<file path="src/storage_fault_pkg.sv">
`default_nettype none
package storage_fault_pkg;
  // register byte offsets on the bus
  localparam logic [7:0] OFS_RET    = 8'h00;
  localparam logic [7:0] OFS_STATUS = 8'h04;
  localparam logic [7:0] OFS_MSTATE = 8'h08;
  localparam logic [7:0] OFS_CAUSE  = 8'h0c;
  localparam logic [7:0] OFS_LOC    = 8'h10;
  localparam logic [1:0] HTRANS_NONSEQ = 2'h2;
  localparam logic [2:0] HSIZE_WORD    = 3'h2;
  // architectural bit n sits at vector index 31-n (bit 0 is the msb)
  localparam int MS_EE = 15;
  localparam int MS_PR = 14;
  localparam int MS_FP = 13;
  localparam int MS_ME = 12;
  localparam int MS_FE = 11;
  localparam int MS_AL = 7;
  localparam int MS_IP = 6;
  localparam int MS_IR = 5;
  localparam int MS_DR = 4;
  localparam logic [31:0] MS_DEFINED     = 32'h0000f8f0;
  localparam logic [31:0] MS_ENTRY_CLEAR = 32'h0000e8b0;
  localparam logic [31:0] MS_RESET       = 32'h00000000;
  localparam logic [31:0] STATUS_KEEP    = 32'h0000ffff;
  localparam logic [31:0] CAUSE_DEFINED  = 32'hff000000;
  localparam logic [31:0] REG_RESET      = 32'h00000000;
  localparam int DC_IO       = 31;
  localparam int DC_NOTFOUND = 30;
  localparam int DC_LOCK     = 29;
  localparam int DC_FLTIO    = 28;
  localparam int DC_PROT     = 27;
  localparam int DC_LOOP     = 26;
  localparam int DC_STORE    = 25;
  localparam int DC_CROSS    = 24;
  localparam int IS_NOTFOUND = 30;
  localparam int IS_SPECIAL  = 29;
  localparam int IS_IOSEG    = 28;
  localparam int IS_PROT     = 27;
  localparam int IS_LOOP     = 26;
  localparam logic [31:0] VEC_DATA  = 32'h00000300;
  localparam logic [31:0] VEC_FETCH = 32'h00000400;
  localparam logic [7:0]  LOOP_LIMIT = 8'h7f;
  localparam logic [31:0] WORD_ALIGN = 32'hfffffffc;
  localparam logic [31:0] DWORD_ALIGN = 32'hfffffff8;

  typedef enum logic [1:0] {
    SZ_FIXED  = 2'h0,
    SZ_SINGLE = 2'h1,
    SZ_DOUBLE = 2'h3
  } access_size_t;

  typedef enum logic [1:0] {
    SRC_LDST  = 2'h0,
    SRC_STCTL = 2'h1,
    SRC_CACHE = 2'h3
  } op_src_t;

  typedef struct packed {
    logic         valid;
    op_src_t      src;
    access_size_t size;
    logic         store;
    logic         io_exc;
    logic         not_found;
    logic         lock_deny;
    logic         float_io;
    logic         prot;
    logic         loop;
    logic         cross_io;
    logic [7:0]   search_cnt;
    logic [31:0]  insn_addr;
    logic [31:0]  page_ea;
    logic [31:0]  io_ea;
  } data_fault_t;

  typedef struct packed {
    logic        valid;
    logic        not_found;
    logic        special_seg;
    logic        io_seg;
    logic        prot;
    logic        loop;
    logic [7:0]  search_cnt;
    logic [31:0] fetch_addr;
  } fetch_fault_t;

  typedef struct packed {
    logic        valid;
    logic        from_fetch;
    logic [31:0] pc;
  } redirect_t;
endpackage
`default_nettype wire

</file>
<file path="src/storage_fault_entry.sv">
`timescale 1ns/1ns
`default_nettype none
// Notes on behaviour
// - data fault causes trigger data fault entry
// - io subsystem failure raises io exception
// - loads, stores, storage and cache ops fault
// - return address gets failing instruction address
// - saved status: upper half zero, lower copied
// - data fault resumes at base plus 0x300
// - cause bit 0 marks io exception
// - cause bit 1 marks chain end, not found
// - cause bit 2 marks data-lock refusal
// - cause bit 3 marks floating io access
// - cause bit 4 marks page protection
// - cause bit 5 marks translation loop
// - cause bit 6 is store, not load
// - cause bit 7 crossing; 8-14 zero
// - fixed/single: fault address in first word
// - double: fault address in first doubleword
// - io exception: fault address is io address
// - fetch fault causes trigger fetch fault entry
// - only fetches raise fetch fault entry
// - return address gets fetched instruction address
// - fetch fault resumes at base plus 0x400
// - status bit 2 marks special segment fetch
module storage_fault_entry #(
  parameter logic [31:0] VEC_BASE_LO = 32'h00000000,
  parameter logic [31:0] VEC_BASE_HI = 32'hfff00000
) (
  input  wire logic                        clk,
  input  wire logic                        arst_n,
  input  wire logic                        hsel,
  input  wire logic [31:0]                 haddr,
  input  wire logic [1:0]                  htrans,
  input  wire logic                        hwrite,
  input  wire logic [2:0]                  hsize,
  input  wire logic [31:0]                 hwdata,
  input  wire logic                        hready,
  output logic                             hreadyout,
  output logic                             hresp,
  output logic [31:0]                      hrdata,
  input  wire storage_fault_pkg::data_fault_t  dfault,
  input  wire storage_fault_pkg::fetch_fault_t ffault,
  output storage_fault_pkg::redirect_t     redirect,
  output logic [31:0]                      machine_state
);
  logic        rst_s1_q;
  logic        rst_n_q;
  logic [31:0] saved_return_addr_q;
  logic [31:0] saved_status_q;
  logic [31:0] machine_state_q;
  logic [31:0] data_fault_cause_q;
  logic [31:0] data_fault_loc_q;
  logic        wr_pend_q;
  logic [7:0]  wr_ofs_q;
  logic [31:0] hrdata_q;
  storage_fault_pkg::redirect_t redirect_q;
  logic        d_take;
  logic        f_take;
  logic        bus_acc;
  logic [31:0] cause_d;
  logic [31:0] fstatus_d;
  logic [31:0] loc_d;
  logic [31:0] base;

  always_ff @(posedge clk or negedge arst_n) begin
    if (!arst_n) begin
      rst_s1_q <= 1'b0;
      rst_n_q  <= 1'b0;
    end else begin
      rst_s1_q <= 1'b1;
      rst_n_q  <= rst_s1_q;
    end
  end

  function automatic logic [31:0] reg_read(input logic [7:0] ofs,
                                           input logic [31:0] r0,
                                           input logic [31:0] r1,
                                           input logic [31:0] ms,
                                           input logic [31:0] dc,
                                           input logic [31:0] dl);
    case (ofs)
      storage_fault_pkg::OFS_RET:    reg_read = r0;
      storage_fault_pkg::OFS_STATUS: reg_read = r1;
      storage_fault_pkg::OFS_MSTATE: reg_read = ms;
      storage_fault_pkg::OFS_CAUSE:  reg_read = dc;
      storage_fault_pkg::OFS_LOC:    reg_read = dl;
      default:                       reg_read = 32'h00000000;
    endcase
  endfunction

  // a data fault belongs to an older instruction than any pending fetch
  // fault, so it wins; the core refetches and meets the fetch fault again
  assign d_take = dfault.valid;
  assign f_take = ffault.valid && !dfault.valid;

  always_comb begin
    cause_d = 32'h00000000;
    cause_d[storage_fault_pkg::DC_IO]       = dfault.io_exc;
    cause_d[storage_fault_pkg::DC_NOTFOUND] = dfault.not_found;
    cause_d[storage_fault_pkg::DC_LOCK]     = dfault.lock_deny;
    cause_d[storage_fault_pkg::DC_FLTIO]    = dfault.float_io;
    cause_d[storage_fault_pkg::DC_PROT]     = dfault.prot;
    cause_d[storage_fault_pkg::DC_LOOP]     = dfault.loop ||
      (dfault.search_cnt > storage_fault_pkg::LOOP_LIMIT);
    cause_d[storage_fault_pkg::DC_STORE]    = dfault.store;
    cause_d[storage_fault_pkg::DC_CROSS]    = dfault.cross_io;
  end

  always_comb begin
    fstatus_d = machine_state_q & storage_fault_pkg::STATUS_KEEP;
    fstatus_d[storage_fault_pkg::IS_NOTFOUND] = ffault.not_found;
    fstatus_d[storage_fault_pkg::IS_SPECIAL]  = ffault.special_seg;
    fstatus_d[storage_fault_pkg::IS_IOSEG]    = ffault.io_seg &&
      machine_state_q[storage_fault_pkg::MS_IR];
    fstatus_d[storage_fault_pkg::IS_PROT]     = ffault.prot;
    fstatus_d[storage_fault_pkg::IS_LOOP]     = ffault.loop ||
      (ffault.search_cnt > storage_fault_pkg::LOOP_LIMIT);
  end

  always_comb begin
    if (dfault.io_exc) begin
      loc_d = dfault.io_ea;
    end else if (dfault.size == storage_fault_pkg::SZ_DOUBLE) begin
      loc_d = dfault.page_ea & storage_fault_pkg::DWORD_ALIGN;
    end else begin
      loc_d = dfault.page_ea & storage_fault_pkg::WORD_ALIGN;
    end
  end

  assign base = machine_state_q[storage_fault_pkg::MS_IP] ? VEC_BASE_HI
                                                          : VEC_BASE_LO;

  // ahb-lite slave: zero wait states, always okay
  assign bus_acc = hsel && hready && htrans[1];

  always_ff @(posedge clk or negedge rst_n_q) begin
    if (!rst_n_q) begin
      wr_pend_q <= 1'b0;
      wr_ofs_q  <= 8'h00;
      hrdata_q  <= 32'h00000000;
    end else begin
      if (hready) begin
        // reads decode the full address, so writes must as well
        wr_pend_q <= bus_acc && hwrite &&
                     (hsize == storage_fault_pkg::HSIZE_WORD) &&
                     (haddr[31:8] == 24'h000000);
        wr_ofs_q  <= haddr[7:0];
      end
      if (bus_acc && !hwrite && haddr[31:8] == 24'h000000) begin
        hrdata_q <= reg_read(haddr[7:0], saved_return_addr_q,
                             saved_status_q, machine_state_q,
                             data_fault_cause_q, data_fault_loc_q);
      end else if (bus_acc) begin
        hrdata_q <= 32'h00000000;
      end
    end
  end

  assign hreadyout = 1'b1;
  assign hresp     = 1'b0;
  assign hrdata    = hrdata_q;

  // a fault entry in the same cycle as a software write wins: the handler
  // must see the hardware values, not a stale store that raced it
  always_ff @(posedge clk or negedge rst_n_q) begin
    if (!rst_n_q) begin
      saved_return_addr_q <= storage_fault_pkg::REG_RESET;
    end else if (d_take) begin
      saved_return_addr_q <= dfault.insn_addr;
    end else if (f_take) begin
      saved_return_addr_q <= ffault.fetch_addr;
    end else if (wr_pend_q && wr_ofs_q == storage_fault_pkg::OFS_RET) begin
      saved_return_addr_q <= hwdata;
    end
  end

  always_ff @(posedge clk or negedge rst_n_q) begin
    if (!rst_n_q) begin
      saved_status_q <= storage_fault_pkg::REG_RESET;
    end else if (d_take) begin
      saved_status_q <= machine_state_q & storage_fault_pkg::STATUS_KEEP;
    end else if (f_take) begin
      saved_status_q <= fstatus_d;
    end else if (wr_pend_q &&
                 wr_ofs_q == storage_fault_pkg::OFS_STATUS) begin
      saved_status_q <= hwdata;
    end
  end

  always_ff @(posedge clk or negedge rst_n_q) begin
    if (!rst_n_q) begin
      machine_state_q <= storage_fault_pkg::MS_RESET;
    end else if (d_take || f_take) begin
      machine_state_q <= machine_state_q &
                         ~storage_fault_pkg::MS_ENTRY_CLEAR;
    end else if (wr_pend_q &&
                 wr_ofs_q == storage_fault_pkg::OFS_MSTATE) begin
      machine_state_q <= hwdata & storage_fault_pkg::MS_DEFINED;
    end
  end

  assign machine_state = machine_state_q;

  always_ff @(posedge clk or negedge rst_n_q) begin
    if (!rst_n_q) begin
      data_fault_cause_q <= storage_fault_pkg::REG_RESET;
      data_fault_loc_q   <= storage_fault_pkg::REG_RESET;
    end else if (d_take) begin
      data_fault_cause_q <= cause_d;
      data_fault_loc_q   <= loc_d;
    end else if (wr_pend_q) begin
      if (wr_ofs_q == storage_fault_pkg::OFS_CAUSE) begin
        data_fault_cause_q <= hwdata & storage_fault_pkg::CAUSE_DEFINED;
      end
      if (wr_ofs_q == storage_fault_pkg::OFS_LOC) begin
        data_fault_loc_q <= hwdata;
      end
    end
  end

  always_ff @(posedge clk or negedge rst_n_q) begin
    if (!rst_n_q) begin
      redirect_q <= '0;
    end else begin
      redirect_q.valid      <= d_take || f_take;
      redirect_q.from_fetch <= f_take;
      if (d_take) begin
        redirect_q.pc <= base | storage_fault_pkg::VEC_DATA;
      end else if (f_take) begin
        redirect_q.pc <= base | storage_fault_pkg::VEC_FETCH;
      end
    end
  end

  assign redirect = redirect_q;

  property p_ret_data;
    @(posedge clk) disable iff (!rst_n_q)
    dfault.valid |=> saved_return_addr_q == $past(dfault.insn_addr);
  endproperty
  a_ret_data: assert property (p_ret_data)
    else $error("return address not the failing instruction");

  property p_ret_fetch;
    @(posedge clk) disable iff (!rst_n_q)
    (ffault.valid && !dfault.valid) |=>
      saved_return_addr_q == $past(ffault.fetch_addr);
  endproperty
  a_ret_fetch: assert property (p_ret_fetch)
    else $error("return address not the fetched instruction");

  property p_status_copy;
    @(posedge clk) disable iff (!rst_n_q)
    dfault.valid |=> saved_status_q[31:16] == 16'h0000 &&
      saved_status_q[15:0] == $past(machine_state_q[15:0]);
  endproperty
  a_status_copy: assert property (p_status_copy)
    else $error("saved status wrong after data fault");

  property p_state_clear;
    @(posedge clk) disable iff (!rst_n_q)
    (dfault.valid || ffault.valid) |=>
      machine_state_q == ($past(machine_state_q) & 32'h00001040);
  endproperty
  a_state_clear: assert property (p_state_clear)
    else $error("machine state bits wrong after entry");

  property p_vec_data;
    @(posedge clk) disable iff (!rst_n_q)
    dfault.valid |=> redirect.valid && !redirect.from_fetch &&
      redirect.pc[11:0] == 12'h300;
  endproperty
  a_vec_data: assert property (p_vec_data)
    else $error("data fault did not resume at its vector");

  property p_vec_fetch;
    @(posedge clk) disable iff (!rst_n_q)
    (ffault.valid && !dfault.valid) |=> redirect.valid &&
      redirect.from_fetch && redirect.pc[11:0] == 12'h400;
  endproperty
  a_vec_fetch: assert property (p_vec_fetch)
    else $error("fetch fault did not resume at its vector");

  property p_cause_io;
    @(posedge clk) disable iff (!rst_n_q)
    dfault.valid |=> data_fault_cause_q[31] == $past(dfault.io_exc) &&
      data_fault_cause_q[25] == $past(dfault.store);
  endproperty
  a_cause_io: assert property (p_cause_io)
    else $error("io or store cause bit wrong");

  property p_cause_loop;
    @(posedge clk) disable iff (!rst_n_q)
    (dfault.valid && dfault.search_cnt >= 8'd128) |=>
      data_fault_cause_q[26];
  endproperty
  a_cause_loop: assert property (p_cause_loop)
    else $error("long search not reported as loop");

  property p_cause_zero;
    @(posedge clk) disable iff (!rst_n_q)
    dfault.valid |=> data_fault_cause_q[23:17] == 7'h00;
  endproperty
  a_cause_zero: assert property (p_cause_zero)
    else $error("reserved cause bits not zero");

  property p_special;
    @(posedge clk) disable iff (!rst_n_q)
    (ffault.valid && !dfault.valid) |=>
      saved_status_q[29] == $past(ffault.special_seg);
  endproperty
  a_special: assert property (p_special)
    else $error("special segment bit wrong");

  property p_one_entry;
    @(posedge clk) disable iff (!rst_n_q)
    redirect.valid |-> $past(dfault.valid) ^
      ($past(ffault.valid) && redirect.from_fetch);
  endproperty
  a_one_entry: assert property (p_one_entry)
    else $error("entry kind does not match its cause");

  property p_loc_io;
    @(posedge clk) disable iff (!rst_n_q)
    (dfault.valid && dfault.io_exc) |=>
      data_fault_loc_q == $past(dfault.io_ea);
  endproperty
  a_loc_io: assert property (p_loc_io)
    else $error("fault address not the io address");

  property p_cause_notfound;
    @(posedge clk) disable iff (!rst_n_q)
    dfault.valid |=> data_fault_cause_q[storage_fault_pkg::DC_NOTFOUND] ==
      $past(dfault.not_found);
  endproperty
  a_cause_notfound: assert property (p_cause_notfound)
    else $error("chain end cause bit wrong");

  property p_cause_lock;
    @(posedge clk) disable iff (!rst_n_q)
    dfault.valid |=> data_fault_cause_q[storage_fault_pkg::DC_LOCK] ==
      $past(dfault.lock_deny);
  endproperty
  a_cause_lock: assert property (p_cause_lock)
    else $error("data lock cause bit wrong");

  property p_cause_fltio;
    @(posedge clk) disable iff (!rst_n_q)
    dfault.valid |=> data_fault_cause_q[storage_fault_pkg::DC_FLTIO] ==
      $past(dfault.float_io);
  endproperty
  a_cause_fltio: assert property (p_cause_fltio)
    else $error("floating io cause bit wrong");

  property p_cause_prot;
    @(posedge clk) disable iff (!rst_n_q)
    dfault.valid |=> data_fault_cause_q[storage_fault_pkg::DC_PROT] ==
      $past(dfault.prot);
  endproperty
  a_cause_prot: assert property (p_cause_prot)
    else $error("protection cause bit wrong");

  property p_loc_word;
    @(posedge clk) disable iff (!rst_n_q)
    (dfault.valid && !dfault.io_exc &&
     dfault.size != storage_fault_pkg::SZ_DOUBLE) |=>
      data_fault_loc_q[31:2] == $past(dfault.page_ea[31:2]);
  endproperty
  a_loc_word: assert property (p_loc_word)
    else $error("fault address outside the first word");

  property p_loc_dword;
    @(posedge clk) disable iff (!rst_n_q)
    (dfault.valid && !dfault.io_exc &&
     dfault.size == storage_fault_pkg::SZ_DOUBLE) |=>
      data_fault_loc_q[31:3] == $past(dfault.page_ea[31:3]);
  endproperty
  a_loc_dword: assert property (p_loc_dword)
    else $error("fault address outside the first doubleword");
endmodule // storage_fault_entry
`default_nettype wire

</file>
<file path="config.mk">
export PLATFORM = sky130hd
export DESIGN_NAME = storage_fault_entry
export DESIGN_NICKNAME = d
export VERILOG_FILES = /design/src/storage_fault_pkg.sv /design/src/storage_fault_entry.sv
export SDC_FILE = /design/constraint.sdc
export NUM_CORES = 1
export LEC_CHECK = 0
export ABC_CLOCK_PERIOD_IN_PS = 4700
export BUFFER_PORTS_ARGS = -buffer_cell sky130_fd_sc_hd__buf_2
export CAP_MARGIN = 20
export CORE_ASPECT_RATIO = 0.5
export CORE_MARGIN = 10
export CORE_UTILIZATION = 24
export CTS_BUF_LIST = sky130_fd_sc_hd__clkbuf_4
export CTS_CLUSTER_SIZE = 28
export DETAILED_ROUTE_END_ITERATION = 8
export GPL_ROUTABILITY_DRIVEN = 0
export GPL_TIMING_DRIVEN = 0
export SLEW_MARGIN = 20
export SYNTH_ARGS = -nofsm -noshare
export SYNTH_HDL_FRONTEND = slang
export SYNTH_SLANG_ARGS = --single-unit
</file>
<file path="constraint.sdc">
create_clock -name clk -period 4.7 [get_ports clk]
set_input_delay 1.41 -clock clk [delete_from_list [all_inputs] [get_ports clk]]
set_output_delay 1.41 -clock clk [all_outputs]
set_load 0.005 [all_outputs]
</file>
==> results of run 1 <==
kinds of logic (layout without fill, tap and decap cells):
group / count (synthesis) / after routing / share of synthesized area (%)
AO/OA/AOI/OAI: 242 / 242 / 16.15
multiplexers: 122 / 122 / 14.30
other: 2 / 48 / 0.08573
buffers and inverters: 127 / 434 / 8.142
AND/OR/NAND/NOR: 314 / 314 / 15.33
flip-flops: 161 / 161 / 45.99
metal layers:
metal / share of wire, % / up-vias
met5: 0 / -
met4: 3.2 / 0
met3: 3.1 / 45
met2: 57 / 176
met1: 36 / 4042
li1: - / 3939
cell usage in the layout (no fill, tap or decap), types with 2 or more instances in the layout:
cell type / n
buf_2: 287
nand2_1: 199
dfrtp_1: 160
o21ai_0: 112
mux2i_1: 97
nor2_1: 66
a21oi_1: 66
buf_4: 54
clkbuf_1: 49
conb_1: 43
mux2_2: 25
nand3_1: 20
clkbuf_4: 17
o21ai_2: 11
o21a_1: 9
o21ai_1: 9
o22a_1: 8
a222oi_1: 8
a31oi_1: 8
inv_6: 7
diode_2: 5
a311oi_1: 5
buf_1: 4
nor4_1: 4
inv_1: 3
nor2b_1: 3
nor3_1: 3
nand4b_1: 2
o211ai_1: 2
or4_1: 2
buf_6: 2
nor4bb_1: 2
bufinv_16: 2
clkinvlp_4: 2
clkinv_4: 2
buf_16: 2
power groups by stage:
stage | sequential [W] | combinational (W) | clock [W]
floorplan | 0.00155 | 0.000293 | 0
global placement | 0.00158 | 0.000500 | 0
detailed placement | 0.00156 | 0.000535 | 0
CTS | 0.00153 | 0.000537 | 0.000906
global route | 0.00154 | 0.000592 | 0.000965
finish | 0.00153 | 0.000538 | 0.000892
worst paths after layout:
check	startpoint	endpoint	slack [ns]
worst max-delay path	dfault[116]	data_fault_loc_q[2]	1.52
worst min-delay path	rst_n_q	data_fault_cause_q[25]	0.32
worst max register to register	wr_ofs_q[1]	data_fault_loc_q[18]	2.31
worst min register to register	rst_n_q	data_fault_cause_q[25]	0.32
max in group asynchronous	rst_n_q	hrdata[31]	3.46
min in group clk	rst_s1_q	rst_n_q	0.37
critical path, delay by kind of cell:
family / cells / cell delay (ns)
AO/OA/AOI/OAI: 2 / 0.41
buffers and inverters: 4 / 1.85
through the flow:
step                setup WS (ns)  power [W]  instance area, um^2
finish                      1.518   0.002962                11270
global route                1.445   0.003100                11270
CTS                         1.575   0.002974                11260
detailed placement         0.9600   0.002093                10960
global placement           0.8634   0.002076                10880
floorplan                   1.835   0.001848                 8915
layout make-up:
cell class / instances / area (um^2)
Timing Repair Buffer: 275 / 1436
Inverter: 3 / 11.26
Sequential cell: 161 / 4033
Fill cell: 3859 / 24720
Clock inverter: 15 / 170.2
Buffer: 124 / 701.9
Multi-Input combinational cell: 721 / 4172
Clock buffer: 17 / 127.6
Antenna cell: 5 / 12.51
Tap cell: 484 / 605.6
state kept, by name (all words and copies together), names as in the netlist:
name	flops
rst_n_q	1
saved_status_q	32
wr_ofs_q	8
hrdata	32
rst_s1_q	1
machine_state	9
wr_pend_q	1
redirect	5
data_fault_loc_q	32
data_fault_cause_q	8
saved_return_addr_q	32
==> summary.md, run 1 <==
| Metric | Value |
|---|---|
| Final period util | `67.70%` |
| Worst-path cell chain | `buf_2 > clkbuf_1 > buf_1 > clkbuf_1 > o211ai_1 > o21a_1` |
| Final nets | `1,540` |
| Clk slew on worst S/H paths | `0.15 ns` |
| Largest net degree at the start of global routing | `46` |
| Area growth syn-to-layout | `28.65%` |
| Ys async rst share | `100.0%` |
| Post-DP HPWL | `approximately 27 mm` |
| Vias in the first global route | `8,400` |
| Final-report setup violation count | `0` |
| Worst-path fanout max | `10` |
| Post_cts resized | `0` |
| Count leader, synth | `nand2_1` |
| Worst EP required | `5.19 ns` |
| Pre-antenna DRT Iters | `6` |
| Most instantiated cells after synthesis | `199 x nand2_1, 161 x dfrtp_1, 112 x o21ai_0` |
| Buffers on Ports | `around 270` |
| Met1 GRT Util | `around 15%` |
| CP dominant cell by count | `clkbuf_1` |
| Max Buffers Root-to-Sink | `2` |
| Cell accounting for the most synthesized area | `dfrtp_1` |
| Switching pwr | `just over 0.0009 W` |
| Final std cells w/o fill | `1,805` |
| Average wire per standard cell | `18.98 um` |
| Busiest layer in global routing | `met2` |
| Max Fclk | `0.3143 GHz` |
| Drt via density | `4.544` |
| Setup TNS | `0 ns` |
| Chip width | `roughly 290 um` |
| Num CTS Buffers | `17` |
| Layout cells sized above 1 | `32.37%` |
| Core Util, Final | `31.31%` |
| GRT Util Overall | `14.45%` |
| Slowest-stage cell, CP | `buf_1` |
| GRT met3 Usage | `~1.5%` |
| CTS root buf | `clkbuf_4` |
| Crit path DAT | `~3.7 ns` |
| Initial antenna violation count | `5` |
| Worst setup EP type | `register` |
| Worst hold slack | `between 0.3 and 0.4 ns` |
| Met2 usage | `29.23%` |
| Hold WC Path Type | `register to async pin` |
| Synth unique cells | `46` |
| First-pass GRT wire length | `a little over 50 mm` |
| Warning count from the yosys run | `0` |
| Clock Skew | `around 0.026 ns` |
| Max Cap Violations | `0` |
| Starting Density | `24.34%` |
| H-tree depth | `4` |
| WL final | `roughly 34 mm` |
| Yosys reg bits | `roughly 160` |
| I/O pins | `about 340` |
| Post-CTS Setup Inserts | `0` |
| Core Footprint | `35,990 um^2` |
| CP max stage delay | `0.69 ns` |
| Flop pwr share | `51.7%` |
| Total internal power | `0.002040 W` |
| Combinational group share of total power | `18.2%` |
| DIE AREA | `45,000 um^2` |
| Critical path class | `input pin to register` |
| Number of routed nets with antenna violations | `0` |
| Leakage | `about 5.5 nW` |
| Post-Syn Area | `8760 um^2` |
| Min cycle time layout | `3.182 ns` |
| Synth top area cells | `dfrtp_1 46%, mux2i_1 11%, nand2_1 8.5%` |
| Cell Count Post-Placement | `1,768` |
| Outcome | `completed` |
| Reg2reg path depth | `6` |
| Clock sink count | `about 160` |
| Synthesized area per cell | `9.049 um^2` |
| Clock power share | `between 30% and 40%` |
| Cts hold-fix bufs | `0` |
| Main flop type after synthesis | `dfrtp_1` |
| Via count of the routed design | `between 8,000 and 9,000` |
| Post-synthesis instance total | `around 970` |
| # DRC | `0` |
| RSZ-0062 raised after global routing | `no` |
| Die height | `roughly 160 um` |
| Worst-Skew Late Latency | `between 0.5 and 0.6 ns` |
| Rel. slew slack | `~45%` |
| Startpoint Class | `input pin` |
| Share of the synthesized area in the top cell type | `45.99%` |
| GR Overflow Total | `0` |
| Max VDD drop | `approximately 0.14 mV` |
| Sequential cell area fraction in the yosys report | `45.99%` |
| Row count | `49` |
| Drt first-iter violations | `649` |
| CTS tree | `built` |
| PD cells | `about 260 nW/um^2` |
| Post-synth EDFFs | `0` |
| Sw frac | `between 30% and 40%` |
| Tightest Pin Transition | `0.8280 ns` |
| Final hold vios | `0` |
| Slew Limit Fails | `0` |
(Power assumes the default switching activity.)
==> inputs of run 2 (changes only) <==
- ABC_AREA: default -> 1
- ABC_CLOCK_PERIOD_IN_PS: 4700 -> 2800
- clock period: 4.7 -> 2.8 ns (I/O delays scaled with it)
==> run 2 against run 1 <==
Utilization is 0.15 points lower. Via count grew 23%. Cell area is 4.1% higher. Worst setup slack got worse by 1.0 ns. Register-to-register slack worse by 1.5 ns. Largest cell class unchanged. Largest power group unchanged. Highest routed layer unchanged.
==> summary.md, run 2 <==
| Metric | Value |
|---|---|
| Drt first-iter violations | `1,101 (+70%)` |
| Cell accounting for the most synthesized area | `dfrtp_1` |
| Reg2reg start | `wr_ofs_q[6]` |
| Crit path DAT | `1.48 ns (-2.19 ns)` |
| RSZ-0062 raised after global routing | `no` |
| Yosys reg bits | `161 (unchanged)` |
| CP bufs+invs | `2 (-2)` |
| Final hold vios | `0 (unchanged)` |
| Met2 routed WL | `21.03 mm (+7.1%)` |
| Slew Limit Fails | `0 (unchanged)` |
| Startpoint Class | `register` |
| Core Footprint | `37,660 um^2 (+4.6%)` |
| Via count of the routed design | `10,050 (+23%)` |
| Post-Syn Area | `9221 um^2 (+5.3%)` |
| Post-CTS Setup Inserts | `0 (unchanged)` |
| Buffers on Ports | `274 (+0.74%)` |
| Min cycle time layout | `2.320 ns` |
| Main flop type after synthesis | `dfrtp_1` |
| Number of routed nets with antenna violations | `0 (unchanged)` |
| CP max stage delay | `0.61 ns (-0.08 ns)` |
| Final nets | `1,902 (+24%)` |
| Final std cells w/o fill | `2,199 (+22%)` |
| Cell Count Post-Placement | `2,165 (+22%)` |
| Worst setup EP type | `output pin` |
| Max Fclk | `0.4311 GHz` |
| Rel. slew slack | `42.74% (-2.1 points)` |
| I/O pins | `337 (unchanged)` |
| Max Cap Violations | `0 (unchanged)` |
| R2R setup slack | `0.80 ns (-1.51 ns)` |
| Die height | `158.6 um (+2.3%)` |
| Initial antenna violation count | `2 (-3)` |
| Met3 routed WL | `2.554 mm (+140%)` |
| Hold WC Path Type | `register to async pin` |
| Critical path class | `register to output pin` |
| First-pass GRT wire length | `58.14 mm (+15%)` |
| Ys async rst share | `100.0% (unchanged)` |
| Count leader, synth | `nand2_1` |
| Leakage | `6.550 nW (+20%)` |
| Starting Density | `24.49% (+0.14 points)` |
| Largest net degree at the start of global routing | `54 (+17%)` |
| Final-report setup violation count | `0 (unchanged)` |
| Pre-antenna DRT Iters | `5 (-1)` |
| Post-DP HPWL | `32.86 mm (+21%)` |
| Post-synth EDFFs | `0 (unchanged)` |
| Post-synthesis instance total | `1,327 (+37%)` |
| GR Overflow Total | `0 (unchanged)` |
| Area growth syn-to-layout | `27.27%` |
| CTS tree | `built` |
| DIE AREA | `47,140 um^2 (+4.7%)` |
| Cell family with most CP delay | `flip-flops` |
| DP Area | `11,480 um^2 (+4.8%)` |
| H-tree depth | `4 (unchanged)` |
| Synthesized area per cell | `6.949 um^2 (-23%)` |
| Reg2reg end | `data_fault_cause_q[24]` |
| CTS root buf | `clkbuf_4` |
| Most common cell after layout, fill and taps aside | `nand2_1` |
| Cell area after layout | `11,740 um^2 (+4.1%)` |
| Commonest non-fill, non-tap cells in the layout | `511 x nand2_1, 303 x buf_2, 271 x nand3_1` |
| GRT Util Overall | `16.09% (+1.6 points)` |
| Outcome | `completed` |
| Tightest Pin Transition | `0.8557 ns (+0.02771 ns)` |
| Clk slew on worst S/H paths | `0.16 ns (about the same)` |
| Vias in the first global route | `9,701 (+15%)` |
| Slowest-stage cell, CP | `dfrtp_1` |
| Launch point of the worst path | `redirect[30]` |
| Sequential cell area fraction in the yosys report | `43.69% (-2.3 points)` |
| Reg2reg path depth | `7 (+1)` |
| Worst EP required | `1.96 ns (-3.23 ns)` |
| Setup TNS | `0 ns (unchanged)` |
| Most instantiated cells after synthesis | `511 x nand2_1, 271 x nand3_1, 161 x dfrtp_1` |
| M1 WL | `15.25 mm (+23%)` |
| Worst-path fanout max | `13 (+3)` |
| Share of the synthesized area in the top cell type | `43.69% (-2.3 points)` |
| Average wire per standard cell | `18.24 um (-3.9%)` |
| # DRC | `0 (unchanged)` |
| Warning count from the yosys run | `0 (unchanged)` |
| Chip width | `297.2 um (+2.4%)` |
| Layout cells sized above 1 | `24.33% (-8.0 points)` |
| Synth top area cells | `dfrtp_1 44%, nand2_1 21%, nand3_1 15%` |
| Final period util | `82.85%` |
| WL final | `40.11 mm (+17%)` |
| Worst-Skew Late Latency | `0.60 ns (about the same)` |
| Synth unique cells | `26 (-43%)` |
| Max Buffers Root-to-Sink | `2 (unchanged)` |
| Drt via density | `4.572 (+0.62%)` |
| Worst hold slack | `0.2253 ns (-0.09086 ns)` |
| Row count | `50 (+2.0%)` |
| Post_cts resized | `0 (unchanged)` |
| Max VDD drop | `0.2122 mV (+52%)` |
| Clock sink count | `161 (unchanged)` |
| Num CTS Buffers | `17 (unchanged)` |
| Worst-path cell chain | `buf_4 > buf_2` |
| PD cells | `398.7 nW/um^2 (+52%)` |
| Clock Skew | `0.02303 ns (-0.003348 ns)` |
| Top Metal Used | `met4` |
[run 2: cell types whose count changed after synthesis, sizes merged, moves of 9 or more]
cell    previous run  this run
a21oi             66         3
a31oi              9         0
buf               75        97
clkbuf            49        40
inv                3        69
mux2              25         0
mux2i             97         0
nand2            199       511
nand3             21       271
o21a               9         0
o21ai            132        87
o22ai              0        10
[run 2: power by group]
group | internal (W) | switching (W) | leakage, nW | total, W
clock | 0.000354 | 0.000930 | 0.110 | 0.00128
combinational | 0.000321 | 0.000514 | 4.36 | 0.000835
sequential | 0.00247 | 0.0000911 | 2.08 | 0.00256
[run 2: logic make-up after synthesis]
| family | count (synthesis) | share of synthesized area, % |
|---|---|---|
| AND/OR/NAND/NOR | 854 | 39.01 |
| flip-flops | 161 | 43.69 |
| other | 2 | 0.08144 |
| AO/OA/AOI/OAI | 104 | 5.916 |
| buffers and inverters | 206 | 11.30 |
[run 2: what timing repair did]
item / in CTS / in global routing
hold buffers: 1 / 0
endpoints found under the hold margin: 2 / 0
setup endpoints to repair: 0 / 0
[run 2: worst max-delay path by stage]
stage	end	slack [ns]	depth (start not counted)
after floorplan	data_fault_cause_q[24]	0.13	0
after global placement	wr_ofs_q[6]	-1.05	0
after detailed placement	hrdata[12]	0.30	11
after CTS	redirect[28]	0.42	2
after global routing	redirect[29]	0.36	2
final	redirect[25]	0.48	2
[run 2: worst reg2reg max path: cells and delay by family (launching register included)]
| family | cells | cell delay [ns] |
|---|---|---|
| and+or+nand+nor | 6 | 1.47 |
| DFF | 1 | 0.39 |
| buffers and inverters | 1 | 0.07 |
[run 2: per-stage QoR]
stage	setup WS [ns]	util, %	power [W]
floorplan	0.1350	-	0.003028
global placement	-1.047	30.27	0.003397
detailed placement	0.2969	30.49	0.003422
CTS	0.4210	31.15	0.004678
global route	0.3593	31.16	0.004893
finish	0.4802	31.16	0.004679
[run 2: final cells by class]
cell class	count	area (um^2)
Fill cell	4232	25920
Multi-Input combinational cell	1001	4304
Sequential cell	161	4033
Timing Repair Buffer	278	1464
Buffer	137	783.3
Tap cell	520	650.6
Inverter	69	259.0
Clock buffer	17	127.6
Clock inverter	14	110.1
Antenna cell	2	5.005
[run 2: metal layers]
layer / track usage (%) / up-vias
met5: 0 / -
li1: - / 4859
met3: 2.494 / 58
met4: 6.512 / 0
met1: 18.62 / 4764
met2: 29.67 / 373
==> inputs of run 3 (changes only) <==
- ABC_CLOCK_PERIOD_IN_PS: 2800 -> 1940
- clock period: 2.8 -> 1.94 ns (I/O delays scaled with it)
==> run 3 against run 2 <==
The flow now finishes with violations (negative setup slack). Utilization grew 0.40 points. Sequential cell count is the same. Worst setup slack lost 0.50 ns. Global-route usage grew 0.072 points. Clock power grew 45%. First-iteration DRC count shrank 7.9%. Sequential share of layout area shrank 0.42 points. Register-to-register slack lost 0.64 ns. Hold slack gained 0.0073 ns.
==> summary.md, run 3 (synthesis results as in run 2) <==
| Metric | Value |
|---|---|
| Worst setup margin | `-0.02401 ns (-0.5042 ns)` |
| Buffers on Ports | `274 (unchanged)` |
| Area occupied by multi-input gates | `4314 um^2 (+0.23%)` |
| Final hold vios | `0 (unchanged)` |
| M1 WL | `15.46 mm (+1.4%)` |
| Worst-path fanout max | `6 (-7)` |
| Critical path class | `register to output pin` |
| Drt via density | `4.605 (+0.73%)` |
| # DRC | `0 (unchanged)` |
| Area growth syn-to-layout | `28.89%` |
| GRT Util Overall | `16.16% (+0.072 points)` |
| Top Metal Used | `met5` |
| Largest net degree at the start of global routing | `51 (-5.6%)` |
| Core Footprint | `37,660 um^2 (unchanged)` |
| Post-DP HPWL | `33.00 mm (+0.45%)` |
| DP Area | `11,480 um^2 (unchanged)` |
| Rel. slew slack | `40.17% (-2.6 points)` |
| Cell Count Post-Placement | `2,165 (unchanged)` |
| Initial antenna violation count | `5 (+3)` |
| Clk slew on worst S/H paths | `0.14 ns (-0.02 ns)` |
| Final std cells w/o fill | `2,205 (+0.27%)` |
| I/O pins | `337 (unchanged)` |
| WL final | `40.41 mm (+0.76%)` |
| Chip width | `297.2 um (unchanged)` |
| Clock Skew | `0.03862 ns (+0.01559 ns)` |
| DIE AREA | `47,140 um^2 (unchanged)` |
| Met2 routed WL | `21.20 mm (+0.80%)` |
| Hold WC Path Type | `input pin to register` |
| Average wire per standard cell | `18.33 um (+0.48%)` |
| Layout cells sized above 1 | `24.79% (+0.46 points)` |
| GR Overflow Total | `0 (unchanged)` |
| Final nets | `1,906 (+0.21%)` |
| Failing checks | `negative setup slack` |
| Worst-Skew Late Latency | `0.59 ns (about the same)` |
| Met3 routed WL | `2.303 mm (-9.8%)` |
| Max Cap Violations | `0 (unchanged)` |
| Final period util | `101.2%` |
| Max VDD drop | `0.3156 mV (+49%)` |
| Tightest Pin Transition | `0.8941 ns (+0.03843 ns)` |
| Num CTS Buffers | `17 (unchanged)` |
| Vias in the first global route | `9,637 (-0.66%)` |
| Filler cell count in the final layout | `4,199 (-0.78%)` |
| Die height | `158.6 um (unchanged)` |
| Cell area after layout | `11,890 um^2 (+1.3%)` |
| CTS tree | `built` |
| Via count of the routed design | `10,160 (+1.0%)` |
| Max Buffers Root-to-Sink | `2 (unchanged)` |
| Number of routed nets with antenna violations | `0 (unchanged)` |
| First-pass GRT wire length | `58.12 mm (about the same)` |
| CTS root buf | `clkbuf_4` |
| Outcome | `complete, but fails checks` |
| Commonest non-fill, non-tap cells in the layout | `507 x nand2_1, 292 x buf_2, 271 x nand3_1` |
| Drt first-iter violations | `1,014 (-7.9%)` |
| Startpoint Class | `register` |
| Max Fclk | `0.5092 GHz` |
| Clock sink count | `161 (unchanged)` |
| FF+latch area | `4034 um^2 (about the same)` |
| Pre-antenna DRT Iters | `6 (+1)` |
| RSZ-0062 raised after global routing | `yes` |
| H-tree depth | `4 (unchanged)` |
| Leakage | `6.594 nW (+0.67%)` |
| Starting Density | `24.49% (unchanged)` |
| Row count | `50 (unchanged)` |
| Final-report setup violation count | `11 (+11)` |
| Worst setup EP type | `output pin` |
| Most common cell after layout, fill and taps aside | `nand2_1` |
| Min cycle time layout | `1.964 ns` |
| Crit path DAT | `1.38 ns (-0.10 ns)` |
| PD cells | `568.2 nW/um^2 (+43%)` |
| Worst EP required | `1.36 ns (-0.60 ns)` |
| Slew Limit Fails | `0 (unchanged)` |
## run 3: cell types whose count changed in the layout (fill, tap and decap cells not counted), sizes merged
cell      before  now
clkinvlp       7    5
clkbuf        57   60
clkinv         3    5
buf          374  378
diode          2    3
inv           73   71
## run 3: report_power, final
part           internal (W)  leakage (nW)  switching [W]  total (W)
logic              0.000464          4.39       0.000739    0.00120
clock network      0.000549         0.119        0.00130    0.00185
registers           0.00356          2.08       0.000139    0.00370
total               0.00457          6.59        0.00218    0.00675
## run 3: what timing repair did
item	in CTS	in global routing
hold buffers	1	0
setup endpoints to repair	17	67
pin swaps	0	1
cloned	0	0
buffers inserted	3	1
gates resized for setup	23	4
endpoints found under the hold margin	2	0
## run 3: layout make-up
type	count	area share, %
Multi-Input combinational cell	1001	36.30
Clock inverter	12	0.7264
Inverter	69	2.179
Tap cell	520	5.474
Timing Repair Buffer	282	13.21
Clock buffer	20	1.263
Buffer	137	6.843
Antenna cell	3	0.06316
Sequential cell	161	33.94
## run 3: per-layer routing
metal	vias to the layer above	global-route usage [%]
li1	4871	-
met1	4820	18.48
met2	382	30.06
met3	80	2.629
met4	2	6.416
met5	-	0
## run 3: per-stage QoR
step	worst slack, ns	TNS, ns	hold slack (ns)	util, %	power [W]
2_1_floorplan	0.2673	0	0.2864	-	0.004371
4_1_cts	-0.04128	-0.4356	0.2075	31.49	0.006741
3_3_place_gp	-0.4343	-86.59	0.3370	30.27	0.004904
6_report	-0.02401	-0.2056	0.2326	31.56	0.006753
3_5_place_dp	-0.3191	-20.62	0.2940	30.49	0.004944
5_1_grt	-0.08875	-0.9128	0.2186	31.54	0.007053
## run 3: worst paths after layout
kind / to / slack, ns / cells after the start / from
setup / recovery: redirect[26] / -0.02 / 3 / redirect[30]
hold / removal: wr_ofs_q[7] / 0.23 / 3 / haddr[7]
setup reg to reg: saved_status_q[27] / 0.16 / 7 / wr_ofs_q[6]
hold reg to reg: data_fault_loc_q[20] / 0.29 / 0 / rst_n_q
max in group asynchronous: hrdata[2] / 0.46 / 3 / rst_n_q
min in group asynchronous: rst_n_q / 0.27 / 2 / arst_n
## run 3: worst max-delay path, cell delays in order, from the launching register on
cell and delay [ns]:
dfrtp_2 0.44, buf_6 0.13, buf_4 0.13, buf_6 0.10
